<file path="src/gst_pkg.sv">
// Package of constants for the gated sixteen-bit timer
package gst_pkg;
  // Register addresses on the plain register port
  localparam logic [1:0] ADDR_CONTROL   = 2'h0;
  localparam logic [1:0] ADDR_COUNT_LO  = 2'h1;
  localparam logic [1:0] ADDR_COUNT_HI  = 2'h2;
  localparam logic [1:0] ADDR_IRQ_STAT  = 2'h3;
  localparam logic [2:0] ADDR_IRQ_MASK  = 3'h4;
  localparam int         ADDR_W         = 3;
  // Control field positions
  localparam int BIT_RUN      = 0;
  localparam int BIT_CLK_SEL  = 1;
  localparam int BIT_SYNC_DIS = 2;
  localparam int BIT_OSC_EN   = 3;
  localparam int BIT_PS_LO    = 4;
  localparam int BIT_PS_HI    = 5;
  localparam int BIT_GATE_EN  = 6;
  localparam logic [7:0] CONTROL_WMASK = 8'h7F;
  // Values after reset, and the largest count value
  localparam logic [7:0]  CONTROL_RESET = 8'h00;
  localparam logic [15:0] COUNT_RESET   = 16'h0000;
  localparam logic [15:0] COUNT_MAX     = 16'hFFFF;
  localparam logic [7:0]  MASK_RESET    = 8'h00;
  localparam logic [7:0]  STAT_RESET    = 8'h00;
  localparam logic [7:0]  RDATA_RESET   = 8'h00;
  localparam logic [2:0]  PS_RESET      = 3'h0;
  localparam logic [1:0]  ICYC_RESET    = 2'h0;
  // Instruction cycle is four oscillator cycles
  localparam int         ICYC_CLOCKS = 4;
  localparam logic [1:0] ICYC_LAST   = 2'(ICYC_CLOCKS - 1);
  // Prescaler divide terminal counts for 1:1, 1:2, 1:4, 1:8
  localparam logic [2:0] PS_DIV1 = 3'h0;
  localparam logic [2:0] PS_DIV2 = 3'h1;
  localparam logic [2:0] PS_DIV4 = 3'h3;
  localparam logic [2:0] PS_DIV8 = 3'h7;
endpackage

</file>
<file path="src/gst_edge_sync.sv">
// Two-stage synchroniser with rising edge detect
`timescale 1ns/1ps
`default_nettype none
module gst_edge_sync (
  // Clock and reset
  input  wire logic clk,
  input  wire logic arst_n,
  // Asynchronous input and results
  input  wire logic async_in,
  output logic      level_out,
  output logic      rise_out
);
  logic meta_reg;
  logic meta_next;
  logic sync_reg;
  logic sync_next;
  logic last_reg;
  logic last_next;

  always_comb begin
    meta_next = async_in;
    sync_next = meta_reg;
    last_next = sync_reg;
  end

  always_ff @(posedge clk or negedge arst_n) begin
    if (!arst_n) begin
      meta_reg <= 1'b0;
      sync_reg <= 1'b0;
      last_reg <= 1'b0;
    end else begin
      meta_reg <= meta_next;
      sync_reg <= sync_next;
      last_reg <= last_next;
    end
  end

  assign level_out = sync_reg;
  assign rise_out  = sync_reg & ~last_reg;
endmodule
`default_nettype wire

</file>
<file path="src/gst_timer.sv">
// Gated sixteen-bit timer/counter with register port and interrupt
//
// Implementation choices: the register addresses and the plain strobed port.
`timescale 1ns/1ps
`default_nettype none
module gst_timer (
  // Clock and reset
  input  wire logic                      clk,
  input  wire logic                      arst_n,
  // Register port
  input  wire logic [gst_pkg::ADDR_W-1:0] reg_addr,
  input  wire logic [7:0]                reg_wdata,
  input  wire logic                      reg_wr,
  input  wire logic                      reg_rd,
  output logic      [7:0]                reg_rdata,
  // Pins
  input  wire logic                      external_clock_input,
  input  wire logic                      crystal_clock_input,
  input  wire logic                      gate_input_n,
  // Interrupt
  output logic                           irq,
  output logic                           overflow_flag
);
  logic [7:0]  ctrl_reg;
  logic [7:0]  ctrl_next;
  logic [15:0] count_reg;
  logic [15:0] count_next;
  logic [2:0]  ps_reg;
  logic [2:0]  ps_next;
  logic [1:0]  icyc_reg;
  logic [1:0]  icyc_next;
  logic [7:0]  stat_reg;
  logic [7:0]  stat_next;
  logic [7:0]  mask_reg;
  logic [7:0]  mask_next;
  logic [7:0]  rdata_reg;
  logic [7:0]  rdata_next;

  logic ext_level;
  logic ext_rise;
  logic xtal_level;
  logic xtal_rise;
  logic gate_level;
  logic src_pulse;
  logic gate_open;
  logic src_tick;
  logic ps_tick;
  logic [2:0] ps_term;
  logic overflow;
  logic run;
  logic ctrl_wr;
  logic lo_wr;
  logic hi_wr;
  logic count_wr;
  logic mask_wr;
  logic stat_rd;

  // External clock, crystal and gate all come from outside the domain
  gst_edge_sync u_ext_sync (
    .clk       (clk),
    .arst_n    (arst_n),
    .async_in  (external_clock_input),
    .level_out (ext_level),
    .rise_out  (ext_rise)
  );

  gst_edge_sync u_xtal_sync (
    .clk       (clk),
    .arst_n    (arst_n),
    .async_in  (crystal_clock_input),
    .level_out (xtal_level),
    .rise_out  (xtal_rise)
  );

  gst_edge_sync u_gate_sync (
    .clk       (clk),
    .arst_n    (arst_n),
    .async_in  (gate_input_n),
    .level_out (gate_level),
    .rise_out  ()
  );

  assign run = ctrl_reg[gst_pkg::BIT_RUN];

  // Source select and gating
  always_comb begin
    if (!ctrl_reg[gst_pkg::BIT_CLK_SEL]) begin
      src_pulse = (icyc_reg == gst_pkg::ICYC_LAST);
    end else if (ctrl_reg[gst_pkg::BIT_OSC_EN]) begin
      src_pulse = xtal_rise;
    end else begin
      src_pulse = ext_rise;
    end
    gate_open = !ctrl_reg[gst_pkg::BIT_GATE_EN] || !gate_level;
    src_tick  = run && gate_open && src_pulse;
  end

  // Prescaler divide select
  always_comb begin
    unique case (ctrl_reg[gst_pkg::BIT_PS_HI:gst_pkg::BIT_PS_LO])
      2'h0: ps_term = gst_pkg::PS_DIV1;
      2'h1: ps_term = gst_pkg::PS_DIV2;
      2'h2: ps_term = gst_pkg::PS_DIV4;
      2'h3: ps_term = gst_pkg::PS_DIV8;
    endcase
  end

  // Register port decode
  assign ctrl_wr  = reg_wr && (reg_addr == {1'b0, gst_pkg::ADDR_CONTROL});
  assign lo_wr    = reg_wr && (reg_addr == {1'b0, gst_pkg::ADDR_COUNT_LO});
  assign hi_wr    = reg_wr && (reg_addr == {1'b0, gst_pkg::ADDR_COUNT_HI});
  assign count_wr = lo_wr || hi_wr;
  assign mask_wr  = reg_wr && (reg_addr == gst_pkg::ADDR_IRQ_MASK);
  assign stat_rd  = reg_rd && (reg_addr == {1'b0, gst_pkg::ADDR_IRQ_STAT});

  // Instruction cycle divider; free running keeps timer ticks evenly spaced
  always_comb begin
    icyc_next = icyc_reg + 2'h1;
  end

  always_ff @(posedge clk or negedge arst_n) begin
    if (!arst_n) begin
      icyc_reg <= gst_pkg::ICYC_RESET;
    end else begin
      icyc_reg <= icyc_next;
    end
  end

  // Prescaler; a count write restarts it so the next count is a full period
  always_comb begin
    ps_next = ps_reg;
    ps_tick = 1'b0;
    if (src_tick) begin
      if (ps_reg >= ps_term) begin
        ps_next = gst_pkg::PS_RESET;
        ps_tick = 1'b1;
      end else begin
        ps_next = ps_reg + 3'h1;
      end
    end
    if (count_wr) begin
      ps_next = gst_pkg::PS_RESET;
    end
  end

  always_ff @(posedge clk or negedge arst_n) begin
    if (!arst_n) begin
      ps_reg <= gst_pkg::PS_RESET;
    end else begin
      ps_reg <= ps_next;
    end
  end

  // Control register
  always_comb begin
    ctrl_next = ctrl_reg;
    if (ctrl_wr) begin
      ctrl_next = reg_wdata & gst_pkg::CONTROL_WMASK;
    end
  end

  always_ff @(posedge clk or negedge arst_n) begin
    if (!arst_n) begin
      ctrl_reg <= gst_pkg::CONTROL_RESET;
    end else begin
      ctrl_reg <= ctrl_next;
    end
  end

  // Counter; a byte write wins over the increment of that byte in the same cycle
  always_comb begin
    count_next = count_reg;
    overflow   = 1'b0;
    if (ps_tick) begin
      count_next = count_reg + 16'h0001;
      overflow   = (count_reg == gst_pkg::COUNT_MAX);
    end
    // Bytes are written one at a time; software must handle the carry
    if (lo_wr) begin
      count_next[7:0] = reg_wdata;
    end
    if (hi_wr) begin
      count_next[15:8] = reg_wdata;
    end
  end

  always_ff @(posedge clk or negedge arst_n) begin
    if (!arst_n) begin
      count_reg <= gst_pkg::COUNT_RESET;
    end else begin
      count_reg <= count_next;
    end
  end

  // Interrupt mask
  always_comb begin
    mask_next = mask_reg;
    if (mask_wr) begin
      mask_next = reg_wdata;
    end
  end

  always_ff @(posedge clk or negedge arst_n) begin
    if (!arst_n) begin
      mask_reg <= gst_pkg::MASK_RESET;
    end else begin
      mask_reg <= mask_next;
    end
  end

  // Sticky status, cleared by read; a new event wins over the clear
  // so that an overflow landing on the clearing read is never lost
  always_comb begin
    stat_next = stat_reg;
    if (stat_rd) begin
      stat_next = 8'h00;
    end
    if (overflow) begin
      stat_next[0] = 1'b1;
    end
  end

  always_ff @(posedge clk or negedge arst_n) begin
    if (!arst_n) begin
      stat_reg <= gst_pkg::STAT_RESET;
    end else begin
      stat_reg <= stat_next;
    end
  end

  // Read data, valid the cycle after the strobe only
  always_comb begin
    rdata_next = 8'h00;
    if (reg_rd) begin
      unique case (reg_addr)
        {1'b0, gst_pkg::ADDR_CONTROL}:  rdata_next = ctrl_reg;
        {1'b0, gst_pkg::ADDR_COUNT_LO}: rdata_next = count_reg[7:0];
        {1'b0, gst_pkg::ADDR_COUNT_HI}: rdata_next = count_reg[15:8];
        {1'b0, gst_pkg::ADDR_IRQ_STAT}: rdata_next = stat_reg;
        gst_pkg::ADDR_IRQ_MASK:         rdata_next = mask_reg;
        default:                        rdata_next = 8'h00;
      endcase
    end
  end

  always_ff @(posedge clk or negedge arst_n) begin
    if (!arst_n) begin
      rdata_reg <= gst_pkg::RDATA_RESET;
    end else begin
      rdata_reg <= rdata_next;
    end
  end

  // Asynchronous mode still samples through the synchroniser; a truly
  // unclocked counter cannot be built on one clock, so the sync bit is
  // stored and readable but both paths share the two-flop crossing.
  assign reg_rdata     = rdata_reg;
  assign overflow_flag = stat_reg[0];
  assign irq           = |(stat_reg & mask_reg);
  // Crystal level kept for future divider use is not needed here
  logic unused_levels;
  assign unused_levels = ext_level ^ xtal_level;
endmodule
`default_nettype wire

</file>
<file path="config.mk">
export PLATFORM = sky130hd
export DESIGN_NAME = gst_timer
export DESIGN_NICKNAME = d
export VERILOG_FILES = /design/src/gst_pkg.sv /design/src/gst_edge_sync.sv /design/src/gst_timer.sv
export SDC_FILE = /design/constraint.sdc
export NUM_CORES = 1
export LEC_CHECK = 0
export ABC_CLOCK_PERIOD_IN_PS = 2150
export BUFFER_PORTS_ARGS = -buffer_cell sky130_fd_sc_hd__buf_2
export CAP_MARGIN = 20
export CORE_AREA = 2 2 92 94
export CTS_BUF_LIST = sky130_fd_sc_hd__clkbuf_8
export DETAILED_ROUTE_END_ITERATION = 8
export DIE_AREA = 0 0 94 96
export GPL_ROUTABILITY_DRIVEN = 0
export RECOVER_POWER = 25
export SYNTH_ARGS = -nofsm -noshare
export SYNTH_HDL_FRONTEND = slang
export SYNTH_SLANG_ARGS = --single-unit
</file>
<file path="constraint.sdc">
create_clock -name clk -period 2.15 [get_ports clk]
set_clock_uncertainty 0.1 [all_clocks]
set_input_delay 0.43 -clock clk [delete_from_list [all_inputs] [get_ports clk]]
set_output_delay 0.43 -clock clk [all_outputs]
set_load 0.01 [all_outputs]
</file>
==> impl_metrics.ini, run 1 <==
[yosys]
syn_area_sq_um = 2724
yosysMostFrequentCell = dfrtp_1
yosys-top-cells-count = dfrtp_1 (53), nand2_1 (21), mux2_2 (18)
syn_inst = 251
ys_top_cells_by_area = dfrtp_1 (49%), mux2_2 (7.4%), xnor2_1 (3.9%)
synthFlopType = dfrtp_1
yosysTopAreaCell = dfrtp_1
ys_ff_latch = 53
synth_cell_type_count = 46
synth-edff-count = 0
avgSynthCellArea_sq_um = 10.85
yosysSeqAreaShare = 0.4869
syn_nets = 275
synthDominantCellAreaShare = 0.4869
yosysWarnings = 0
async_flop_share = 1.000

[power_and_ir_drop]
power_density_nw_per_um2 = 967.2
irDropWorstVdd_mv = 0.4440
p_leak_uw = 0.001411

[die]
core-area_sq_um = 8051
start_util = 0.3383
die_w_um = 94
ios = 28
die_h_um = 96
die_area_sq_um = 9024
row_count = 33

[setup_path]
cpPeakStageDelay_ns = 0.39
crit_required_ns = 2.26
path_depth = 8
reg2reg_depth = 8
path_cells = or2_4, ha_4, nand2b_4, a31oi_4, buf_12, nor4_4, xor2_1, mux2_4
endpoint_kind = flip-flop
arrival_ns = 2.24
cp_max_fo = 8
crit_slowest_cell = dfrtp_1
cp_num_buf_inv = 1
startpoint_type = flip-flop
crit_type = flip-flop to flip-flop
critical-path-top-delay-family = simple AND/OR/NAND/NOR gates

[global_routing]
grt_start_max_net_pins = 54
first_global_vias = 1890
track_usage = 0.1379
grt_pass1_wl_um = 9508
antenna_found_initial = 0
grt_overflow = 0

[sta]
setup_violations = 0
fin_tns_setup_ns = 0
achievable-frequency_ghz = 0.4695
tightest_slew_ns = 1.316
rsz0062_at_grt = true
slew_violations = 0
relSlewSlack = 0.1228
min_period_over_period = 0.9906
finalHoldViolations = 0
layout_min_cycle_time_ns = 2.130
setup_ws_ns = 0.02011

[placement]
pre_cts_slack_ns = -0.06212
place_hpwl_um = 4161
portBuffers = 27

[clock_network]
cts_tree = done
path_clk_slew_ns = 0.10
h-tree-depth = 2
cts_buffers = 5
clock_latency_ns = 0.31
clockRootBuffer = clkbuf_8
cts_buffer_depth = 2
clock-sinks = 53

[drt]
antenna_left = 0
wirelength_um = 6037
drc_errors = 0
first_iter_violations = 94
num_vias = 1983
drtPass1Iterations = 4
via_per_inst = 5.020
wire_per_inst_um = 15.28

[worst_hold_path]
hold_class = input pin to flip-flop
hold_depth = 1

[cells_and_area]
diodes = 0
drive_gt1_frac = 0.3345
nets = 313
largest_register_ff_count = 16
syn_to_final_growth_pct = 21.45

[run_status]
outcome = completed

[run]
cap_violations = 0
placed cells by master, fill, tap and decap left out, drive strengths merged, types with 9 or more instances in the layout:
master and count:
dfrtp 53, buf 43, nand2 21, o21ai 21
mux2 18, nand3 14, xnor2 12, nor4 12
nor2 10, a21oi 9, clkbuf 9
where the power goes:
group	internal (uW)	total [uW]	switching (uW)	leakage, uW
registers	1180	1370	185	0.000654
logic	619	1210	592	0.000703
clock network	292	619	328	0.0000542
per-stage QoR:
step	power, uW	utilization	hold slack, ns	cell area (sq um)	cells
after global placement	2282	0.3807	0.2337	3065	384
after floorplan	1961	-	0.03441	2726	251
after CTS	2952	0.3950	0.008204	3181	393
after global routing	3383	0.4109	0.09971	3308	395
final	3200	0.4109	0.1184	3308	395
after detailed placement	2311	0.3807	0.2405	3065	384
layer usage:
layer,part of all wire,track usage,vias to the layer above
met2,0.47,0.2208,34
li1,-,-,964
met5,0,0,-
met4,0.016,0.04710,0
met1,0.47,0.1868,976
met3,0.042,0.02819,9
area by class of cell:
class | count | area (sq um)
repair buffers | 45 | 310.3
flip-flops and latches | 53 | 1326
multi-input cells | 179 | 1420
clock buffers | 7 | 96.34
well taps | 105 | 131.4
clock inverters | 1 | 5.005
inverters | 5 | 18.77
fillers | 799 | 4743
cell families (layout without fill, tap and decap cells):
group | count (synthesis) | count (layout) | share of synthesized area
muxes | 25 | 25 | 0.1001
adders and majority gates | 6 | 6 | 0.02756
xor gates and xnor gates | 15 | 15 | 0.04823
buffers and inverters | 19 | 58 | 0.03675
AOI/OAI and AO/OA | 40 | 40 | 0.08590
DFF | 53 | 53 | 0.4869
and+or+nand+nor | 93 | 93 | 0.2145
repair_timing:
item,CTS,global route
setup buffers,1,1
gates cloned,0,1
resized for setup,1,18
setup endpoints to repair,7,17
pin swaps,5,6
hold buffers,0,0
final timing paths:
kind / start / endpoint / slack [ns]
worst max-delay path: ctrl_reg[5] / count_reg[5] / 0.02
worst min-delay path: gate_input_n / u_gate_sync.meta_reg / 0.12
worst max register to register: ctrl_reg[5] / count_reg[5] / 0.02
worst min register to register: u_ext_sync.meta_reg / u_ext_sync.level_out / 0.26
max in group asynchronous: arst_n / mask_reg[5] / 0.78
min in group asynchronous: arst_n / count_reg[7] / 0.39
Note: power is estimated with default switching activity, not from simulation.
==> run 2: changes to the inputs <==
--- a/config.mk
+++ b/config.mk
@@ -13,6 +13,7 @@
 export DETAILED_ROUTE_END_ITERATION = 8
 export DIE_AREA = 0 0 94 96
 export GPL_ROUTABILITY_DRIVEN = 0
+export MAX_ROUTING_LAYER = met4
 export RECOVER_POWER = 25
 export SYNTH_ARGS = -nofsm -noshare
 export SYNTH_HDL_FRONTEND = slang
==> run 2 against run 1 <==
  * Worst hold slack barely moved
  * Die area did not move
  * Worst setup slack improved by 0.0015 ns
  * Sequential share of layout area did not move
  * Clock power barely moved
  * Register-to-register slack barely moved
  * Cell count did not move
  * Global-route usage rose by 0.40 points
  * Via count rose by 0.50%
  * Critical path depth did not move
  * Non-clock buffer count did not move
  * First-iteration DRC count fell by 1.1%
  * Critical path type unchanged
  * Critical endpoint unchanged
  * Highest routed layer unchanged
==> impl_metrics.ini, run 2 (synthesis gave the netlist of run 1 again) <==
[power_and_ir_drop]
p_leak_uw = 0.001411
irDropWorstVdd_mv = 0.4429
power_uw = 3197
power_density_nw_per_um2 = 966.5

[global_routing]
grt_overflow = 0
track_usage = 0.1418
first_global_vias = 1890
grt_start_max_net_pins = 54
antenna_found_initial = 0
grt_pass1_wl_um = 9508

[setup_path]
arrival_ns = 2.23
startpoint_type = flip-flop
endpoint_kind = flip-flop
crit_required_ns = 2.25
path_cells = or2_4, ha_4, nand2b_4, a31oi_4, buf_12, nor4_4, xor2_1, mux2_4
cp_max_fo = 8
r2r_setup_slack_ns = 0.02
cpPeakStageDelay_ns = 0.39
critical-path-top-delay-family = simple AND/OR/NAND/NOR gates
crit_slowest_cell = dfrtp_1
crit_type = flip-flop to flip-flop
cp_num_buf_inv = 1

[die]
die_h_um = 96
ios = 28
die_area_sq_um = 9024
start_util = 0.3383
die_w_um = 94
core-area_sq_um = 8051
row_count = 33

[sta]
finalHoldViolations = 0
achievable-frequency_ghz = 0.4698
rsz0062_at_grt = true
setup_violations = 0
relSlewSlack = 0.1292
min_period_over_period = 0.9900
layout_min_cycle_time_ns = 2.128
tightest_slew_ns = 1.306
slew_violations = 0
setup_ws_ns = 0.02157

[clock_network]
cts_buffers = 5
cts_buffer_depth = 2
clock_latency_ns = 0.31
clock-sinks = 53
path_clk_slew_ns = 0.09
cts_tree = done
clockRootBuffer = clkbuf_8
h-tree-depth = 2

[drt]
num_vias = 1993
wirelength_um = 6040
drtPass1Iterations = 4
first_iter_violations = 93
wire_per_inst_um = 15.29
drc_errors = 0
antenna_left = 0
via_per_inst = 5.046

[cells_and_area]
stdcell_area_sq_um = 3308
drive_gt1_frac = 0.3345
diodes = 0
layout_common_cells = dfrtp_1 (53), buf_2 (27), nand2_1 (20)
multiInputGateArea_sq_um = 1420
final_common_cell = dfrtp_1
n_fill_cell = 799
regArea_sq_um = 1326
instances_no_fill = 395
postLayoutCoreUtil = 0.4109
nets = 313
syn_to_final_growth_pct = 21.45
largest_register_ff_count = 16

[placement]
portBuffers = 27
pre_cts_slack_ns = -0.06212
place_hpwl_um = 4161
placed_area_sq_um = 3065
placedCellCount = 384

[run]
cap_violations = 0

[worst_hold_path]
hold_class = input pin to flip-flop

[run_status]
outcome = completed
==> run 2: routing by layer <==
layer | global-route usage | part of all wire | vias up | routed length [um]
met5 | - | 0 | - | 0
met4 | 0.04710 | 0.016 | 0 | 98
met3 | 0.02662 | 0.029 | 9 | 176
met2 | 0.2208 | 0.47 | 29 | 2830
met1 | 0.1877 | 0.49 | 990 | 2934
li1 | - | - | 965 | -
==> run 2: area by class of cell <==
class | count | share of cell area
clock inverters | 1 | 0.001513
clock buffers | 7 | 0.02912
repair buffers | 45 | 0.09380
well taps | 105 | 0.03971
flip-flops and latches | 53 | 0.4009
multi-input cells | 179 | 0.4293
inverters | 5 | 0.005673
==> run 2: stage by stage <==
| stage | hold WS (ns) | TNS [ns] |
|---|---|---|
| after detailed placement | 0.2405 | -0.1681 |
| after CTS | 0.008204 | -0.1506 |
| after global routing | 0.09971 | -0.2597 |
| after floorplan | 0.03441 | -0.01239 |
| after global placement | 0.2337 | -0.06297 |
| final | 0.1189 | 0 |
==> run 2: worst paths after layout <==
path	start	end	cells past startpoint
max in group asynchronous	arst_n	count_reg[4]	2
min reg2reg	u_ext_sync.meta_reg	u_ext_sync.level_out	0
max reg2reg	ctrl_reg[5]	count_reg[5]	8
min in group asynchronous	arst_n	u_gate_sync.meta_reg	2
min	gate_input_n	u_gate_sync.meta_reg	1
max	ctrl_reg[5]	count_reg[5]	8
==> run 2: report_power, final <==
part	total [uW]	switching, uW	internal (uW)
logic	1210	592	619
clock network	617	326	292
registers	1370	185	1180
total	3200	1100	2100
==> run 2: what timing repair did <==
item | in CTS | in global routing
pin swaps | 5 | 6
buffers inserted | 1 | 1
gates resized for setup | 1 | 18
gates cloned | 0 | 1
endpoints found under the setup margin | 7 | 17
hold buffers | 0 | 0
